==> src/inc/mcp_pkg.sv <==
package mcp_pkg;
   // register indices on the plain register port
   localparam logic [3:0] A_CHAN = 4'h0;
   localparam logic [3:0] A_MODE = 4'h1;
   localparam logic [3:0] A_DEV  = 4'h2;
   localparam logic [3:0] A_PCM  = 4'h3;
   localparam logic [3:0] A_DUMP = 4'h4;
   localparam logic [3:0] A_DSEL = 4'h5;
   localparam logic [3:0] A_MEM  = 4'h6;
   // field positions
   localparam int M_OMNI  = 0;
   localparam int M_LOCAL = 1;
   localparam int M_NF    = 2;
   localparam int M_PROT  = 4;
   localparam int M_MULTI = 5;
   localparam int C_RX    = 4;
   localparam int DV_MODE = 4;
   localparam int DS_BANK = 4;
   // reset values
   localparam logic [7:0] RST_CHAN = 8'h00;
   localparam logic [7:0] RST_MODE = 8'h02;
   localparam logic [7:0] RST_DEV  = 8'h10;
   localparam logic [1:0] RST_PCM  = 2'h1;
   // setting encodings
   localparam logic [1:0] PC_OFF = 2'h0;
   localparam logic [1:0] PC_NORMAL = 2'h1;
   localparam logic [1:0] PC_DIRECT = 2'h2;
   localparam logic [1:0] NF_ALL = 2'h0;
   localparam logic [1:0] NF_ODD = 2'h1;
   localparam logic [1:0] NF_EVEN = 2'h2;
   localparam logic [1:0] DV_OFF = 2'h0;
   localparam logic [1:0] DV_NUM = 2'h1;
   localparam logic [1:0] DV_ALL = 2'h2;
   // status nibbles
   localparam logic [3:0] ST_NOTE_OFF = 4'h8;
   localparam logic [3:0] ST_NOTE_ON  = 4'h9;
   localparam logic [3:0] ST_PC       = 4'hC;
   // program numbers and memory codes
   localparam logic [6:0] NUM_MULTI_LO = 7'h40;
   localparam logic [6:0] NUM_MULTI_HI = 7'h4F;
   localparam logic [6:0] MC_VOICE_LO  = 7'h75;
   localparam logic [6:0] MC_MI_INT    = 7'h77;
   localparam logic [6:0] MC_MI_CARD   = 7'h78;
   localparam logic [6:0] MC_MULTI_LO  = 7'h7D;
   // dump kinds
   localparam logic [3:0] DUMP_MIN    = 4'h1;
   localparam logic [3:0] DUMP_MAX    = 4'hC;
   localparam logic [3:0] DUMP_1MULTI = 4'h8;

   typedef enum logic [2:0] {
      MCP_D_IDLE = 3'b001,
      MCP_D_BUSY = 3'b010,
      MCP_D_DONE = 3'b100
   } mcp_dst_t;

   typedef struct packed {
      logic       vld;
      logic [7:0] stat;
      logic [6:0] d1;
      logic [6:0] d2;
   } mcp_msg_t;

   typedef struct packed {
      logic       vld;
      logic [3:0] dev;
      logic       bulk;
      logic       single;
   } mcp_sx_t;

   typedef struct packed {
      logic       vld;
      logic       multi;
      logic [3:0] part;
      logic [6:0] mem;
      logic [5:0] num;
   } mcp_sel_t;

   typedef struct packed {
      logic       start;
      logic [3:0] kind;
      logic [1:0] bank;
      logic [3:0] num;
      logic [3:0] dev;
   } mcp_dump_t;
endpackage

==> src/core/mcp_filter.sv <==
// Functional notes
// - keyboard data sent on transmit channel
// - voice mode: receive channel or omni only
// - local off keeps keyboard from tones
// - odd/even filter on received notes only
// - sysex needs device number, off, all
// - bulk protect blocks memory writes
// - program change off: none in, none out except a held direct number
// - normal voice: 0-63 select, rest ignored
// - normal multi: parts, 64-79 select multis
// - transmit 0-63 voices, 64-79 multis
// - direct handles 0-116 as normal
// - direct: memory code precedes selection
// - 117-124 voice, 125-127 multi memory
// - memory code table 117 to 127
// - codes 119 and 120 treated alike
// - twelve dump kinds, 01 to 12
// - dump busy then done indication
// - single voice by bank and number
// - single multi only from internal
// - dump carries our device number
// - single dumps land in edit buffer
module mcp_filter
   import mcp_pkg::*;
(
   input  wire logic              clk_i,
   input  wire logic              sys_rst_i,
   input  wire logic [3:0]        reg_addr_i,
   input  wire logic [7:0]        reg_wdata_i,
   input  wire logic              reg_wr_i,
   input  wire logic              reg_rd_i,
   output logic [7:0]             reg_rdata_o,
   input  wire mcp_pkg::mcp_msg_t rx_i,
   input  wire mcp_pkg::mcp_msg_t kbd_i,
   input  wire mcp_pkg::mcp_sel_t sel_i,
   input  wire mcp_pkg::mcp_sx_t  sx_i,
   input  wire logic              store_i,
   input  wire logic              dump_end_i,
   output mcp_pkg::mcp_msg_t      tg_rx_o,
   output mcp_pkg::mcp_msg_t      tg_kbd_o,
   output mcp_pkg::mcp_msg_t      tx_o,
   output mcp_pkg::mcp_msg_t      pc_tx_o,
   output mcp_pkg::mcp_sel_t      sel_o,
   output mcp_pkg::mcp_dump_t     dump_o,
   output logic                   sx_ok_o,
   output logic                   mem_we_o,
   output logic                   edit_we_o,
   output logic                   edit_drop_o
);
   import mcp_pkg::*;

   typedef struct packed {
      logic [7:0] chan;
      logic [7:0] mode;
      logic [7:0] dev;
      logic [1:0] pcm;
      logic [7:0] dsel;
      mcp_dst_t   dst;
      logic [3:0] dkind;
      logic [6:0] pend;
      logic [6:0] txlast;
      logic       txhold;
      logic [6:0] txnum;
      logic [6:0] cur_mem;
      logic       edit_full;
      logic [7:0] rdata;
      mcp_msg_t   tg_rx;
      mcp_msg_t   tg_kbd;
      mcp_msg_t   tx;
      mcp_msg_t   pc_tx;
      mcp_sel_t   sel;
      mcp_dump_t  dump;
      logic       sx_ok;
      logic       mem_we;
      logic       edit_we;
      logic       edit_drop;
   } mcp_st_t;

   mcp_st_t st;
   mcp_st_t next_st;

   function automatic logic is_chan(input logic [7:0] s);
      return s[7] && (s[7:4] != 4'hF);
   endfunction

   function automatic mcp_msg_t rechan(input mcp_msg_t m, input logic [3:0] c);
      mcp_msg_t r;
      r = m;
      r.stat[3:0] = c;
      return r;
   endfunction

   logic [3:0] rch;
   logic       hit;
   logic       acc;
   logic       is_note;
   logic       nf_pass;
   logic       is_pc;
   logic [6:0] tx_num;
   logic       mem_chg;

   // receive qualification, shared with the checks below
   always_comb begin
      rch = rx_i.stat[3:0];
      hit = st.mode[M_OMNI] || (rch == st.chan[C_RX+:4]);
      acc = rx_i.vld && is_chan(rx_i.stat) && (st.mode[M_MULTI] || hit);
      is_note = (rx_i.stat[7:4] == ST_NOTE_ON) || (rx_i.stat[7:4] == ST_NOTE_OFF);
      nf_pass = (st.mode[M_NF+:2] == NF_ALL) || ((st.mode[M_NF+:2] == NF_ODD) && rx_i.d1[0])
                || ((st.mode[M_NF+:2] == NF_EVEN) && !rx_i.d1[0]);
      is_pc = rx_i.stat[7:4] == ST_PC;
      // multi numbers sit above the voices
      tx_num = sel_i.multi ? (NUM_MULTI_LO | {3'h0, sel_i.num[3:0]}) : {1'b0, sel_i.num};
      mem_chg = sel_i.vld && (sel_i.mem != st.cur_mem);
   end

   // whole next state; pulses default low every cycle
   always_comb begin
      next_st = st;
      next_st.rdata = 8'h00;
      next_st.tg_rx.vld = 1'b0;
      next_st.tg_kbd.vld = 1'b0;
      next_st.tx.vld = 1'b0;
      next_st.pc_tx.vld = 1'b0;
      next_st.sel.vld = 1'b0;
      next_st.dump.start = 1'b0;
      next_st.sx_ok = 1'b0;
      next_st.mem_we = 1'b0;
      next_st.edit_we = 1'b0;
      next_st.edit_drop = 1'b0;

      // register writes
      if (reg_wr_i) begin
         case (reg_addr_i)
            A_CHAN: next_st.chan = reg_wdata_i;
            A_MODE: next_st.mode = reg_wdata_i;
            A_DEV: next_st.dev = reg_wdata_i;
            A_PCM: begin
               // leaving direct must not keep a half-received pair armed
               next_st.pcm = reg_wdata_i[1:0];
               next_st.pend = 7'h00;
            end
            A_DSEL: next_st.dsel = reg_wdata_i;
            A_DUMP: begin
               // only kinds 01..12 start, never while busy
               if (reg_wdata_i[3:0] >= DUMP_MIN && reg_wdata_i[3:0] <= DUMP_MAX
                   && st.dst != MCP_D_BUSY
                   && (reg_wdata_i[3:0] != DUMP_1MULTI || st.cur_mem == MC_MULTI_LO)) begin
                  next_st.dkind = reg_wdata_i[3:0];
                  next_st.dst = MCP_D_BUSY;
                  next_st.dump.start = 1'b1;
                  next_st.dump.kind = reg_wdata_i[3:0];
                  // bank and number go with it
                  next_st.dump.bank = st.dsel[DS_BANK+:2];
                  next_st.dump.num = st.dsel[3:0];
                  next_st.dump.dev = st.dev[3:0];
               end
            end
            default: ;
         endcase
      end

      // register reads, data valid in the next cycle only
      if (reg_rd_i) begin
         case (reg_addr_i)
            A_CHAN: next_st.rdata = st.chan;
            A_MODE: next_st.rdata = st.mode;
            A_DEV: next_st.rdata = st.dev;
            A_PCM: next_st.rdata = {6'h00, st.pcm};
            A_DSEL: next_st.rdata = st.dsel;
            A_DUMP: next_st.rdata = {st.dkind, 2'h0, st.dst == MCP_D_DONE, st.dst == MCP_D_BUSY};
            A_MEM: next_st.rdata = {1'b0, st.cur_mem};
            default: next_st.rdata = 8'h00;
         endcase
      end

      // busy until the engine reports the end
      case (st.dst)
         MCP_D_IDLE: ;
         MCP_D_BUSY: if (dump_end_i) next_st.dst = MCP_D_DONE;
         MCP_D_DONE: ;
         default: next_st.dst = MCP_D_IDLE;
      endcase

      if (kbd_i.vld) begin
         next_st.tx = is_chan(kbd_i.stat) ? rechan(kbd_i, st.chan[3:0]) : kbd_i;
         // local off cuts the tone path only
         if (st.mode[M_LOCAL]) next_st.tg_kbd = next_st.tx;
      end

      // received non program messages to the tones
      if (acc && !is_pc && (!is_note || nf_pass)) next_st.tg_rx = rx_i;

      if (acc && is_pc && st.pcm != PC_OFF) begin
         next_st.pend = 7'h00;
         next_st.sel.part = rch;
         next_st.sel.mem = st.pend;
         if (rx_i.d1 < NUM_MULTI_LO) begin
            if (st.pend == 7'h00 || st.pend < MC_MULTI_LO) begin
               next_st.sel.vld = 1'b1;
               next_st.sel.multi = 1'b0;
               next_st.sel.num = rx_i.d1[5:0];
            end
         end else if (rx_i.d1 <= NUM_MULTI_HI) begin
            // multi select on the receive channel
            if ((st.mode[M_MULTI] || st.pend >= MC_MULTI_LO) && rch == st.chan[C_RX+:4]
                && (st.pend == 7'h00 || st.pend >= MC_MULTI_LO)) begin
               next_st.sel.vld = 1'b1;
               next_st.sel.multi = 1'b1;
               next_st.sel.num = {2'h0, rx_i.d1[3:0]};
            end
         end else if (rx_i.d1 >= MC_VOICE_LO && st.pcm == PC_DIRECT) begin
            // code armed for the next number
            // card multi code folds onto internal
            next_st.pend = (rx_i.d1 == MC_MI_CARD) ? MC_MI_INT : rx_i.d1;
         end
      end

      // second half of a direct pair wins; a selection arriving in that cycle is not sent
      if (st.txhold) begin
         next_st.pc_tx = '{vld: 1'b1, stat: {ST_PC, st.chan[3:0]}, d1: st.txnum, d2: 7'h00};
         next_st.txhold = 1'b0;
      end else if (sel_i.vld && st.pcm != PC_OFF) begin
         next_st.pc_tx = '{vld: 1'b1, stat: {ST_PC, st.chan[3:0]}, d1: tx_num, d2: 7'h00};
         // direct sends code only on a change
         if (st.pcm == PC_DIRECT && sel_i.mem != st.txlast) begin
            next_st.pc_tx.d1 = sel_i.mem;
            next_st.txhold = 1'b1;
            next_st.txnum = tx_num;
            next_st.txlast = sel_i.mem;
         end
      end
      if (sel_i.vld) next_st.cur_mem = sel_i.mem;

      if (sx_i.vld) begin
         next_st.sx_ok = (st.dev[DV_MODE+:2] == DV_ALL)
                         || (st.dev[DV_MODE+:2] == DV_NUM && sx_i.dev == st.dev[3:0]);
         next_st.mem_we = next_st.sx_ok && sx_i.bulk && !sx_i.single && !st.mode[M_PROT];
         next_st.edit_we = next_st.sx_ok && sx_i.single;
      end

      // edit buffer lost on memory change; a new single wins
      if (store_i) next_st.edit_full = 1'b0;
      if (st.edit_full && (mem_chg || next_st.sel.vld && st.pend != 7'h00)) begin
         next_st.edit_full = 1'b0;
         next_st.edit_drop = 1'b1;
      end
      if (next_st.edit_we) next_st.edit_full = 1'b1;
   end

   // state register
   always_ff @(posedge clk_i or posedge sys_rst_i) begin
      if (sys_rst_i) begin
         st <= '0;
         st.chan <= RST_CHAN;
         st.mode <= RST_MODE;
         st.dev <= RST_DEV;
         st.pcm <= RST_PCM;
         st.dst <= MCP_D_IDLE;
      end else begin
         st <= next_st;
      end
   end

   // outputs straight from state flops
   assign reg_rdata_o = st.rdata;
   assign tg_rx_o = st.tg_rx;
   assign tg_kbd_o = st.tg_kbd;
   assign tx_o = st.tx;
   assign pc_tx_o = st.pc_tx;
   assign sel_o = st.sel;
   assign dump_o = st.dump;
   assign sx_ok_o = st.sx_ok;
   assign mem_we_o = st.mem_we;
   assign edit_we_o = st.edit_we;
   assign edit_drop_o = st.edit_drop;
endmodule

==> config.mk <==
export PLATFORM = sky130hd
export DESIGN_NAME = mcp_filter
export DESIGN_NICKNAME = d
export VERILOG_FILES = /design/src/inc/mcp_pkg.sv /design/src/core/mcp_filter.sv
export SDC_FILE = /design/constraint.sdc
export NUM_CORES = 1
export LEC_CHECK = 0
export BUFFER_PORTS_ARGS = -buffer_cell sky130_fd_sc_hd__buf_2
export CAP_MARGIN = 0
export CORE_AREA = 2 2 151 153
export CTS_CLUSTER_SIZE = 8
export DETAILED_ROUTE_END_ITERATION = 10
export DIE_AREA = 0 0 153 155
export GPL_ROUTABILITY_DRIVEN = 0
export HOLD_SLACK_MARGIN = 0.08
export PLACE_DENSITY_LB_ADDON = 0.15
export SETUP_SLACK_MARGIN = 0.02
export SYNTH_ARGS = -nofsm -noshare
export SYNTH_HDL_FRONTEND = slang
export SYNTH_SLANG_ARGS = --single-unit
==> constraint.sdc <==
create_clock -name clk_i -period 7.15 [get_ports clk_i]
set_input_delay 0.715 -clock clk_i [delete_from_list [all_inputs] [get_ports clk_i]]
set_output_delay 0.715 -clock clk_i [all_outputs]
set_load 0.05 [all_outputs]
# --- Word-level counts from Yosys, hierarchy flattened ---
# Index checks and enable logic that the tools add are counted.
classes:
  magnitude_cmp: 7
  n_eq_ne: 28
  muxes: 41
  n_bitwise: 1
  n_reduce_logical: 65
op_table:
  columns: ["cell", "n"]
  rows:
  - ["23-bit two-way mux", 4]
  - ["7-bit two-way mux", 10]
  - ["8-bit case mux with 7 select lines", 1]
  - ["46-bit two-way mux", 1]
  - ["15-bit two-way mux", 3]
  - ["1-bit logical AND", 26]
  - ["6-bit two-way mux", 4]
  - ["8-bit two-way mux", 3]
  - ["19-bit two-way mux", 1]
  - ["18-bit two-way mux", 1]
  - ["7-bit equality test (second input constant)", 2]
  - ["7-bit >= comparator (second input constant)", 2]
  - ["7-bit less-than comparator (second input constant)", 2]
  - ["14-bit two-way mux", 1]
  - ["7-bit != test", 2]
  - ["2-bit AND reduction", 7]
  - ["4-bit by 3-bit equality test with 1-bit output (second input constant)", 3]
  - ["4-bit equality test (second input constant)", 3]
  - ["1-bit logical OR", 12]
  - ["4-bit != test (second input constant)", 3]
  - ["2-bit nonzero test", 6]
  - ["4-bit by 2-bit equality test with 1-bit output (second input constant)", 2]
  - ["4-bit equality test", 2]
  - ["2-bit two-way mux", 4]
  - ["other kinds (24)", 37]
totals:
  reg_bits: 205
  inputBits: 90
  output_inout_bits: 138
  wordCells: 185

# --- Longest topological paths before layout ---
# Gate-level depths: netlist of the first run.
logic_depth:
  depth_word: 13
  ltp_mapped: 7
  depth_no_buf: 5

# --- Worst setup path before layout of the first run ---
# Ideal clock, no wire load.
synth_timing:
  path_kind: "in2reg"
  start: "in rx_i[17] in the netlist's numbering"
  end: "reg st (netlist bit tg_rx_o[10])"
  setup_time_ps: 125
  t_arrival_ps: 2319
  t_required_ps: 7025
  slack_ps: 4706
  stages: 6
  path_buffers: 1
  path_cell_list: "xor2_1 > o41ai_4 > nand2_1 > a21oi_1 > buf_2 > mux2_2"
synth_via:
  elab_chain_len: 6
synth_rtl:
  columns: ["element", "line_no", "rtl"]
  rows:
  - ["start, declared", "mcp_filter.sv:33", "input wire mcp_pkg::mcp_msg_t rx_i,"]
  - ["4-bit equality test", "mcp_filter.sv:105", "hit = st.mode[M_OMNI] || (rch == st.chan[C_RX+:4]);"]
  - ["1-bit logical OR", "mcp_filter.sv:105", null]
  - ["1-bit logical OR", "mcp_filter.sv:106", "acc = rx_i.vld && is_chan(rx_i.stat) && (st.mode[M_MULTI] || hit);"]
  - ["1-bit logical AND", "mcp_filter.sv:106", null]
  - ["1-bit logical AND (2 in series)", "mcp_filter.sv:191", "if (acc && !is_pc && (!is_note || nf_pass)) next_st.tg_rx = rx_i;"]
  - ["end signal, assigned", "mcp_filter.sv:260", "st <= next_st;"]
  - ["end, declared", "mcp_filter.sv:79", "mcp_st_t st;"]
# Every way passes these cells.
# A chain may end at the register's enable or synchronous reset.

# --- Worst setup path in the final report of the first run ---
layout_timing:
  start: "reg st[208] in the netlist's numbering"
  end: "reg st (netlist bit tg_rx_o[13])"
layout_via:
  elab_chain_len: 6
layout_rtl:
  columns: ["element", "line_no"]
  rows:
  - ["4-bit equality test", "mcp_filter.sv:105"]
  - ["1-bit logical OR", "mcp_filter.sv:105"]
  - ["1-bit logical OR", "mcp_filter.sv:106"]
  - ["1-bit logical AND", "mcp_filter.sv:106"]
  - ["1-bit logical AND (2 in series)", "mcp_filter.sv:191"]
# Every way passes these cells.

==> flow_metrics.env, run 1 <==
export IMPL_cts_setup_buffers=0
export IMPL_hold_viol=0
export IMPL_fp_row_count=55
export IMPL_netlist_area_um2=9174
export IMPL_finalSetupViolations=0
export IMPL_worst_ep_required_time_ns=7.46
export IMPL_avgSynthCellArea_um2=12.52
export IMPL_ir_drop_mv=0.1784
export IMPL_cts_sinks=195
export IMPL_grt_overflow_total=0
export IMPL_ys_ff_latch=195
export IMPL_timing_slew_headroom_pct=22.83
export IMPL_fmax_mhz=380.5
export IMPL_power_per_cell_area_nw_per_um2=368.0
export IMPL_grt_max_degree=143
export IMPL_synth_top_area_share_pct=52.10
export IMPL_drtAntennaViolNets=0
export IMPL_die_w_um=153
export IMPL_clk_latency_ns=0.43
export IMPL_status="completed"
export IMPL_wire_per_inst_um=18.31
export IMPL_groute_usage_overall_pct=17.54
export IMPL_cts_hold_buf=0
export IMPL_fillers=2071
export IMPL_synth_flop_cell="dfrtp_1"
export IMPL_synth_seq_area_share_pct=53.25
export IMPL_fin_area_um2=10120
export IMPL_placedInstanceArea_um2=9567
export IMPL_maxCapViolations=0
export IMPL_worst_pin_slew_ns=1.158
export IMPL_synth_area_top_cells="dfrtp_1, mux2_2, buf_4"
export IMPL_grt_pass1_wl_um=32840
export IMPL_cts_resized=0
export IMPL_numCtsBuffers=17
export IMPL_ys_warn_count=0
export IMPL_drive_gt1_share_pct=48.92
export IMPL_synth_cells=733
export IMPL_p_total_mw=3.724
export IMPL_synth_top_cell_by_area="dfrtp_1"
export IMPL_dp_final_hpwl_um=15030
export IMPL_viasPerCell=5.029
export IMPL_endpoint_kind="flip-flop"
export IMPL_tns_ns=0
export IMPL_startpoint_type="flip-flop"
export IMPL_dieArea_um2=23720
export IMPL_routed_via_count=5627
export IMPL_final_nets=910
export IMPL_criticalPathCategory="reg2reg"
export IMPL_antenna_found_initial=2
export IMPL_hold_path_class="in2async"
export IMPL_cp_arrival_ns=2.94
export IMPL_htreeDepth=4
export IMPL_io_pins=228
export IMPL_synth_edf_count=0
export IMPL_drt_iter0_markers=280
export IMPL_totalWireLength_um=20490
export IMPL_grt_pass1_vias=5847
export IMPL_p_leak_nw=4.832
export IMPL_fp_coreArea_um2=22230
export IMPL_period_minus_slack_ns=2.628
export IMPL_clk_path_buf_depth=2
export IMPL_first_pass_iters=5
export IMPL_port_buffers=214
export IMPL_timing_final_crit_share_pct=36.75
export IMPL_rsz0062_at_grt="no"
export IMPL_clockRootBuffer="clkbuf_16"
export IMPL_cts_tree="yes"
export IMPL_async_flop_share_pct=100.0
export IMPL_yosysUniqueCellTypes=60
export IMPL_path_max_fanout=23
export IMPL_clk_pin_slew_ns=0.07
export IMPL_start_util_pct=41.27
export IMPL_syn_to_final_growth_pct=10.30
export IMPL_finClkSkew_ns=0.01635
export IMPL_slew_violations=0
export IMPL_drc=0
export IMPL_die_y_um=155
[per-layer routing]
metal | vias up | part of all wire, % | global-route usage (%) | wire [um]
met4 | 0 | 1.8 | 5.952 | 362
met3 | 21 | 5.8 | 4.401 | 1178
met5 | - | 0 | 0 | 0
met1 | 2785 | 45 | 23.23 | 9240
li1 | 2631 | - | - | -
met2 | 190 | 47 | 28.36 | 9703
[path summary, 6_finish.rpt]
kind,start,end,slack (ns),cells past startpoint
worst max-delay path,st[208]$_DFFE_PP0P_,tg_rx_o[13]$_DFFE_PP0P_,4.52,5
worst min-delay path,sys_rst_i,tg_kbd_o[5]$_DFFE_PP0P_,0.46,2
worst max register to register,st[208]$_DFFE_PP0P_,tg_rx_o[13]$_DFFE_PP0P_,4.52,5
worst min register to register,tg_rx_o[21]$_DFFE_PP0P_,tg_rx_o[21]$_DFFE_PP0P_,0.49,1
max in group asynchronous,sys_rst_i,st[165]$_DFFE_PP0P_,5.30,3
min in group clk_i,sx_i[0],mem_we_o$_DFF_PP0_,0.46,2
[cells in the final DEF, fill, tap and decap left out, types with 3 or more instances in the layout]
master	count
buf_2	214
dfrtp_1	191
mux2_2	140
nand2_1	38
nor2_1	20
clkbuf_16	17
a22oi_1	16
xor2_1	13
o21ai_0	12
inv_1	11
a31oi_1	10
xnor2_1	9
conb_1	9
nand3_1	8
nor2b_1	8
a222oi_1	8
nand2b_1	6
a21oi_1	6
nor4_1	5
mux2i_1	5
nand3b_1	5
nand4_1	4
o2bb2ai_1	4
buf_4	4
dfstp_2	4
a21o_1	3
nor4b_2	3
o22ai_1	3
clkinvlp_4	3
clkinv_4	3
clkbuf_8	3
[critical path: stages (launching register included)]
cell and delay (ns):
dfrtp_1 0.41, xor2_1 0.21, o41ai_4 0.47, nand2_1 0.15, a21oi_2 0.86, mux2_2 0.42
[cell type report]
class	count	area [um^2]	share of cell area, %
flip-flops and latches	195	4885	48.27
multi-input cells	376	3172	31.35
repair buffers	218	1101	10.88
clock buffers	21	470.5	4.649
well taps	285	356.6	3.524
clock inverters	10	76.32	0.7543
inverters	12	52.55	0.5193
diodes	2	5.005	0.04946
[power by group]
group / internal [mW] / switching, mW
combinational: 0.377 / 0.913
sequential: 1.37 / 0.173
clock: 0.474 / 0.416
total: 2.22 / 1.50
[kinds of logic after synthesis]
group	Yosys count	synth area share, %
AOI/OAI and AO/OA	83	7.092
xor gates and xnor gates	22	2.100
buffers and inverters	170	12.55
DFF	195	53.25
muxes	147	17.98
other	1	0.04088
and+or+nand+nor	115	6.997
[metrics by stage]
stage                     utilization, %  hold WS [ns]  instances  worst slack, ns
after global routing               45.50        0.4400       1117            4.329
after CTS                          45.50        0.4376       1117            4.429
after floorplan                        -        0.4263        741            1.129
after detailed placement           43.04        0.4569       1086            4.063
final                              45.52        0.4582       1119            4.522
after global placement             43.04        0.4499       1086            4.098
[cells in the mapped netlist (all sizes together) (9+ instances only)]
library cell	number
dfrtp	191
buf	144
mux2	142
nand2	38
nor2	20
a22oi	16
clkbuf	14
xor2	13
inv	12
o21ai	12
a31oi	10
nand3	9
xnor2	9
[state kept, by name (all words and copies together) (netlist names)]
signal / flops
tg_rx_o: 23
edit_we_o: 1
tx_o: 23
reg_rdata_o: 8
sel_o: 19
tg_kbd_o: 23
st: 67
mem_we_o: 1
dump_o: 15
edit_drop_o: 1
pc_tx_o: 13
sx_ok_o: 1
No activity file was read; power rests on OpenSTA's default activity.
==> run 2: changes to the inputs <==
==> constraint.sdc (replaced) <==
create_clock -name clk_i -period 2.2 [get_ports clk_i]
set_input_delay 0.22 -clock clk_i [delete_from_list [all_inputs] [get_ports clk_i]]
set_output_delay 0.22 -clock clk_i [all_outputs]
set_load 0.05 [all_outputs]
==> run 2 against run 1 <==
Fmax is 21% higher. Wire length is 5.4% higher. Largest cell class unchanged. Sequential cell count stayed put. Non-clock buffer count is 84 higher. Clock-buffer cell count is 1 lower.
==> flow_metrics.env, run 2 (synthesis results as in run 1) <==
export IMPL_status="completed"
export IMPL_r2r_cells=7
export IMPL_layout_cells_most_common="buf_2"
export IMPL_fmax_mhz=461.0
export IMPL_p_leak_nw=5.280
export IMPL_dieArea_um2=23720
export IMPL_endpoint_kind="flip-flop"
export IMPL_die_w_um=153
export IMPL_hold_viol=0
export IMPL_final_nets=994
export IMPL_cts_tree="yes"
export IMPL_drive_gt1_share_pct=49.07
export IMPL_period_minus_slack_ns=2.169
export IMPL_drc=0
export IMPL_reg2reg_from="st[205]$_DFFE_PP0P_"
export IMPL_hold_depth=2
export IMPL_diodes=0
export IMPL_worst_pin_slew_ns=0.6660
export IMPL_grt_pass1_wl_um=35190
export IMPL_tns_ns=0
export IMPL_syn_to_final_growth_pct=20.61
export IMPL_reg2reg_to="tg_rx_o[18]$_DFFE_PP0P_"
export IMPL_rsz0062_at_grt="yes"
export IMPL_slowest_delay_ns=0.44
export IMPL_viasPerCell=5.007
export IMPL_timing_slew_headroom_pct=55.19
export IMPL_fp_row_count=55
export IMPL_criticalPathCategory="reg2reg"
export IMPL_wire_per_inst_um=17.97
export IMPL_maxCapViolations=0
export IMPL_htreeDepth=4
export IMPL_grt_max_degree=55
export IMPL_cts_sinks=195
export IMPL_die_y_um=155
export IMPL_hp_start="reg_wdata_i[5]"
export IMPL_clk_pin_slew_ns=0.07
export IMPL_antenna_found_initial=0
export IMPL_grt_overflow_total=0
export IMPL_hold_path_class="in2reg"
export IMPL_hold_end="st[198]$_DFFE_PP0P_"
export IMPL_largest_register="st"
export IMPL_dp_final_hpwl_um=15950
export IMPL_rrSetupSlack_ns=0.03
export IMPL_final_cells=1202
export IMPL_timing_final_crit_share_pct=98.61
export IMPL_placed_cells=1113
export IMPL_io_pins=228
export IMPL_clockRootBuffer="clkbuf_16"
export IMPL_worst_ep_required_time_ns=2.52
export IMPL_cp_arrival_ns=2.49
export IMPL_drt_iter0_markers=331
export IMPL_routed_via_count=6018
export IMPL_final_cell_mix="buf_2, dfrtp_1, mux2_2"
export IMPL_startpoint_type="flip-flop"
export IMPL_clk_latency_ns=0.44
export IMPL_power_per_cell_area_nw_per_um2=1137
export IMPL_fp_coreArea_um2=22230
export IMPL_groute_usage_overall_pct=18.65
export IMPL_finalSetupViolations=0
export IMPL_fin_hold_ws_ns=0.09255
export IMPL_grt_pass1_vias=6413
export IMPL_finClkSkew_ns=0.01633
export IMPL_clk_path_buf_depth=2
export IMPL_path_max_fanout=11
export IMPL_drtAntennaViolNets=0
export IMPL_ir_drop_mv=0.6827
export IMPL_crit_chain="xor2_2, o41ai_4, buf_4, nand2_2, a21oi_4, bufbuf_16, mux2_2"
export IMPL_largest_reg_flops=67
export IMPL_numCtsBuffers=17
export IMPL_start_util_pct=41.27
export IMPL_port_buffers=214
export IMPL_totalWireLength_um=21600
export IMPL_first_pass_iters=6
export IMPL_critPathSlowestCell="o41ai_4"
export IMPL_slew_violations=0
## run 2: routing by layer
metal	wire length [um]	global-route usage [%]	part of all wire, %	vias up
met5	0	0	0	-
met2	10550	31.50	49	209
met1	9604	24.55	44	3003
li1	-	-	-	2793
met4	190	5.115	0.88	0
met3	1250	3.900	5.8	13
## run 2: per-stage QoR
| step | setup slack, ns | area [um^2] | util (%) | total power, mW |
|---|---|---|---|---|
| floorplan | -0.5351 | 9208 | - | 9.066 |
| global placement | -0.03757 | 9828 | 44.22 | 9.275 |
| detailed placement | -0.08967 | 9828 | 44.22 | 9.401 |
| CTS | 0.01615 | 11010 | 49.53 | 12.71 |
| global route | -0.07416 | 11060 | 49.78 | 13.22 |
| finish | 0.03062 | 11060 | 49.78 | 12.58 |
## run 2: layout make-up
cell class                 count  area [um^2]
fill                        2007        11160
clock buffer                  20        456.7
sequential                   195         4885
tap                          285        356.6
timing repair buffer         302         1939
inverter                      12        48.80
clock inverter                12        138.9
multi-input combinational    376         3239
## run 2: power breakdown
group	internal, mW	total [mW]	leakage [nW]	switching [mW]
clock network	1.76	3.15	0.293	1.39
registers	4.46	5.00	2.42	0.546
logic	1.38	4.42	2.57	3.04
total	7.60	12.6	5.28	4.98
## run 2: worst max-delay path: cells and delay by family, from the launching register on
family                    cells  cell delay [ns]
and+or+nand+nor               1             0.06
buffers and inverters         2             0.47
xor gates and xnor gates      1             0.19
DFF                           1             0.43
muxes                         1             0.33
AOI/OAI and AO/OA             2             0.58
## run 2: timing repair
action                                 CTS  global route
cloned                                   1             0
endpoints found under the hold margin  253             0
setup buffers                            4             4
hold buffers                            48             0
gates resized for setup                  7             6
setup endpoints to repair                9            29
pin swaps                                3             2
## run 2: worst max path at each step
stage,start,end,slack (ns)
after floorplan,sys_rst_i,dump_o[0]$_DFFE_PP0P_,-0.54
after global placement,st[167]$_DFFE_PP0P_,sel_o[3]$_DFFE_PP0P_,-0.04
after detailed placement,st[167]$_DFFE_PP0P_,sel_o[4]$_DFFE_PP0P_,-0.09
after CTS,st[205]$_DFFE_PP0P_,tg_rx_o[8]$_DFFE_PP0P_,0.02
after global routing,st[167]$_DFFE_PP0P_,sel_o[2]$_DFFE_PP0P_,-0.07
final,st[205]$_DFFE_PP0P_,tg_rx_o[18]$_DFFE_PP0P_,0.03
==> run 3: changes to the inputs <==
--- a/config.mk
+++ b/config.mk
@@ -13,6 +13,7 @@
 export DIE_AREA = 0 0 153 155
 export GPL_ROUTABILITY_DRIVEN = 0
 export HOLD_SLACK_MARGIN = 0.08
+export MAX_ROUTING_LAYER = met4
 export PLACE_DENSITY_LB_ADDON = 0.15
 export SETUP_SLACK_MARGIN = 0.02
 export SYNTH_ARGS = -nofsm -noshare
==> run 3 against run 2 <==
Hold slack better by 0.0030 ns. Cell count is the same. Non-clock buffer count unchanged. Power is essentially flat. Fmax is essentially flat. Sequential share of layout area barely moved. Via count grew 0.53%. Wire length hardly changed. Die area stayed put. Critical path depth did not move. Sequential power hardly changed. Critical path type unchanged. Largest cell class unchanged. Largest power group unchanged.
==> flow_metrics.env, run 3 (synthesis results as in run 1) <==
export IMPL_p_leak_nw=5.281
export IMPL_final_nets=994
export IMPL_start_util_pct=41.27
export IMPL_grt_overflow_total=0
export IMPL_timing_slew_headroom_pct=55.77
export IMPL_timing_final_crit_share_pct=98.70
export IMPL_wire_per_inst_um=17.98
export IMPL_syn_to_final_growth_pct=20.65
export IMPL_period_minus_slack_ns=2.171
export IMPL_critPathBufInv=2
export IMPL_clk_path_buf_depth=2
export IMPL_status="completed"
export IMPL_endpoint_kind="flip-flop"
export IMPL_largest_reg_flops=67
export IMPL_grt_pass1_vias=6417
export IMPL_slowest_delay_ns=0.44
export IMPL_final_cell_mix="buf_2, dfrtp_1, mux2_2"
export IMPL_fp_coreArea_um2=22230
export IMPL_reg2reg_from="st[205]$_DFFE_PP0P_"
export IMPL_antenna_found_initial=0
export IMPL_cts_tree="yes"
export IMPL_fmax_mhz=460.6
export IMPL_power_per_cell_area_nw_per_um2=1137
export IMPL_totalWireLength_um=21610
export IMPL_p_total_mw=12.58
export IMPL_largest_register="st"
export IMPL_critPathSlowestCell="o41ai_4"
export IMPL_finClkSkew_ns=0.01226
export IMPL_drt_iter0_markers=314
export IMPL_clk_latency_ns=0.43
export IMPL_drc=0
export IMPL_placedInstanceArea_um2=9828
export IMPL_diodes=0
export IMPL_startpoint_type="flip-flop"
export IMPL_grt_max_degree=55
export IMPL_clk_pin_slew_ns=0.07
export IMPL_fin_area_um2=11070
export IMPL_cts_sinks=195
export IMPL_groute_usage_overall_pct=19.21
export IMPL_grt_pass1_wl_um=35190
export IMPL_numCtsBuffers=17
export IMPL_layout_cells_most_common="buf_2"
export IMPL_dp_final_hpwl_um=15950
export IMPL_drtAntennaViolNets=0
export IMPL_ir_drop_mv=0.6834
export IMPL_die_y_um=155
export IMPL_hold_path_class="in2reg"
export IMPL_finalSetupViolations=0
export IMPL_viasPerCell=5.033
export IMPL_worst_ep_required_time_ns=2.52
export IMPL_final_cells=1202
export IMPL_hold_viol=0
export IMPL_htreeDepth=4
export IMPL_first_pass_iters=8
export IMPL_fp_row_count=55
export IMPL_clockRootBuffer="clkbuf_16"
export IMPL_worst_pin_slew_ns=0.6573
export IMPL_tns_ns=0
export IMPL_fillers=2008
export IMPL_die_w_um=153
export IMPL_crit_chain="xor2_2, o41ai_4, buf_4, nand2_2, a21oi_4, bufbuf_16, mux2_2"
export IMPL_dieArea_um2=23720
export IMPL_cp_startpoint="st[205]$_DFFE_PP0P_"
export IMPL_cp_arrival_ns=2.49
export IMPL_drive_gt1_share_pct=49.07
export IMPL_routed_via_count=6050
export IMPL_rsz0062_at_grt="yes"
export IMPL_slew_violations=0
export IMPL_criticalPathCategory="reg2reg"
export IMPL_placed_cells=1113
export IMPL_io_pins=228
export IMPL_crit_family="compound AO/OA/AOI/OAI gates"
export IMPL_port_buffers=214
export IMPL_path_max_fanout=11
export IMPL_hp_start="rx_i[8]"
export IMPL_maxCapViolations=0
[run 3: stage by stage]
| step | util, % | hold slack, ns | setup WS (ns) |
|---|---|---|---|
| 3_3_place_gp | 44.22 | 0.1897 | -0.03757 |
| 3_5_place_dp | 44.22 | 0.1926 | -0.08967 |
| 2_1_floorplan | - | 0.2514 | -0.5351 |
| 5_1_grt | 49.79 | 0.09355 | -0.04766 |
| 6_report | 49.79 | 0.09555 | 0.02869 |
| 4_1_cts | 49.53 | 0.08384 | 0.01615 |
[run 3: worst paths after layout]
path | end | slack [ns] | cells after the start
worst max-delay path | tg_rx_o[18]$_DFFE_PP0P_ | 0.03 | 7
worst min-delay path | tg_rx_o[8]$_DFFE_PP0P_ | 0.1 | 2
worst max register to register | tg_rx_o[18]$_DFFE_PP0P_ | 0.03 | 7
worst min register to register | tg_rx_o[21]$_DFFE_PP0P_ | 0.48 | 1
max in group asynchronous | st[189]$_DFFE_PP1P_ | 1.29 | 4
min in group asynchronous | pc_tx_o[14]$_DFFE_PP0P_ | 0.29 | 3
[run 3: final cells by class]
cell class / instances / area, um^2 / share of cell area (%)
multi-input combinational: 376 / 3243 / 29.30
tap: 285 / 356.6 / 3.222
clock inverter: 12 / 138.9 / 1.255
timing repair buffer: 302 / 1939 / 17.52
clock buffer: 20 / 456.7 / 4.126
inverter: 12 / 48.80 / 0.4409
sequential: 195 / 4885 / 44.13
[run 3: power breakdown]
| group | leakage [nW] | internal [mW] | switching [mW] |
|---|---|---|---|
| sequential | 2.42 | 4.46 | 0.543 |
| clock | 0.293 | 1.76 | 1.39 |
| combinational | 2.57 | 1.38 | 3.04 |
[run 3: worst register-to-register path: stages, from the launching register on]
cell and delay [ns]:
dfrtp_1 0.43, xor2_2 0.19, o41ai_4 0.44, buf_4 0.18
nand2_2 0.06, a21oi_4 0.14, bufbuf_16 0.29, mux2_2 0.33
[run 3: routing by layer]
metal	up-vias	track usage (%)	wire, um
met3	21	3.148	1172
li1	2797	-	-
met4	0	5.247	274
met1	3017	24.84	9718
met5	-	-	0
met2	215	31.67	10440
[run 3: timing repair]
action	CTS	global route
buffers inserted	4	4
endpoints found under the setup margin	9	29
hold buffers	48	0
pin swaps	3	2
hold endpoints to repair	253	0
resized for setup	7	7
cloned	1	0
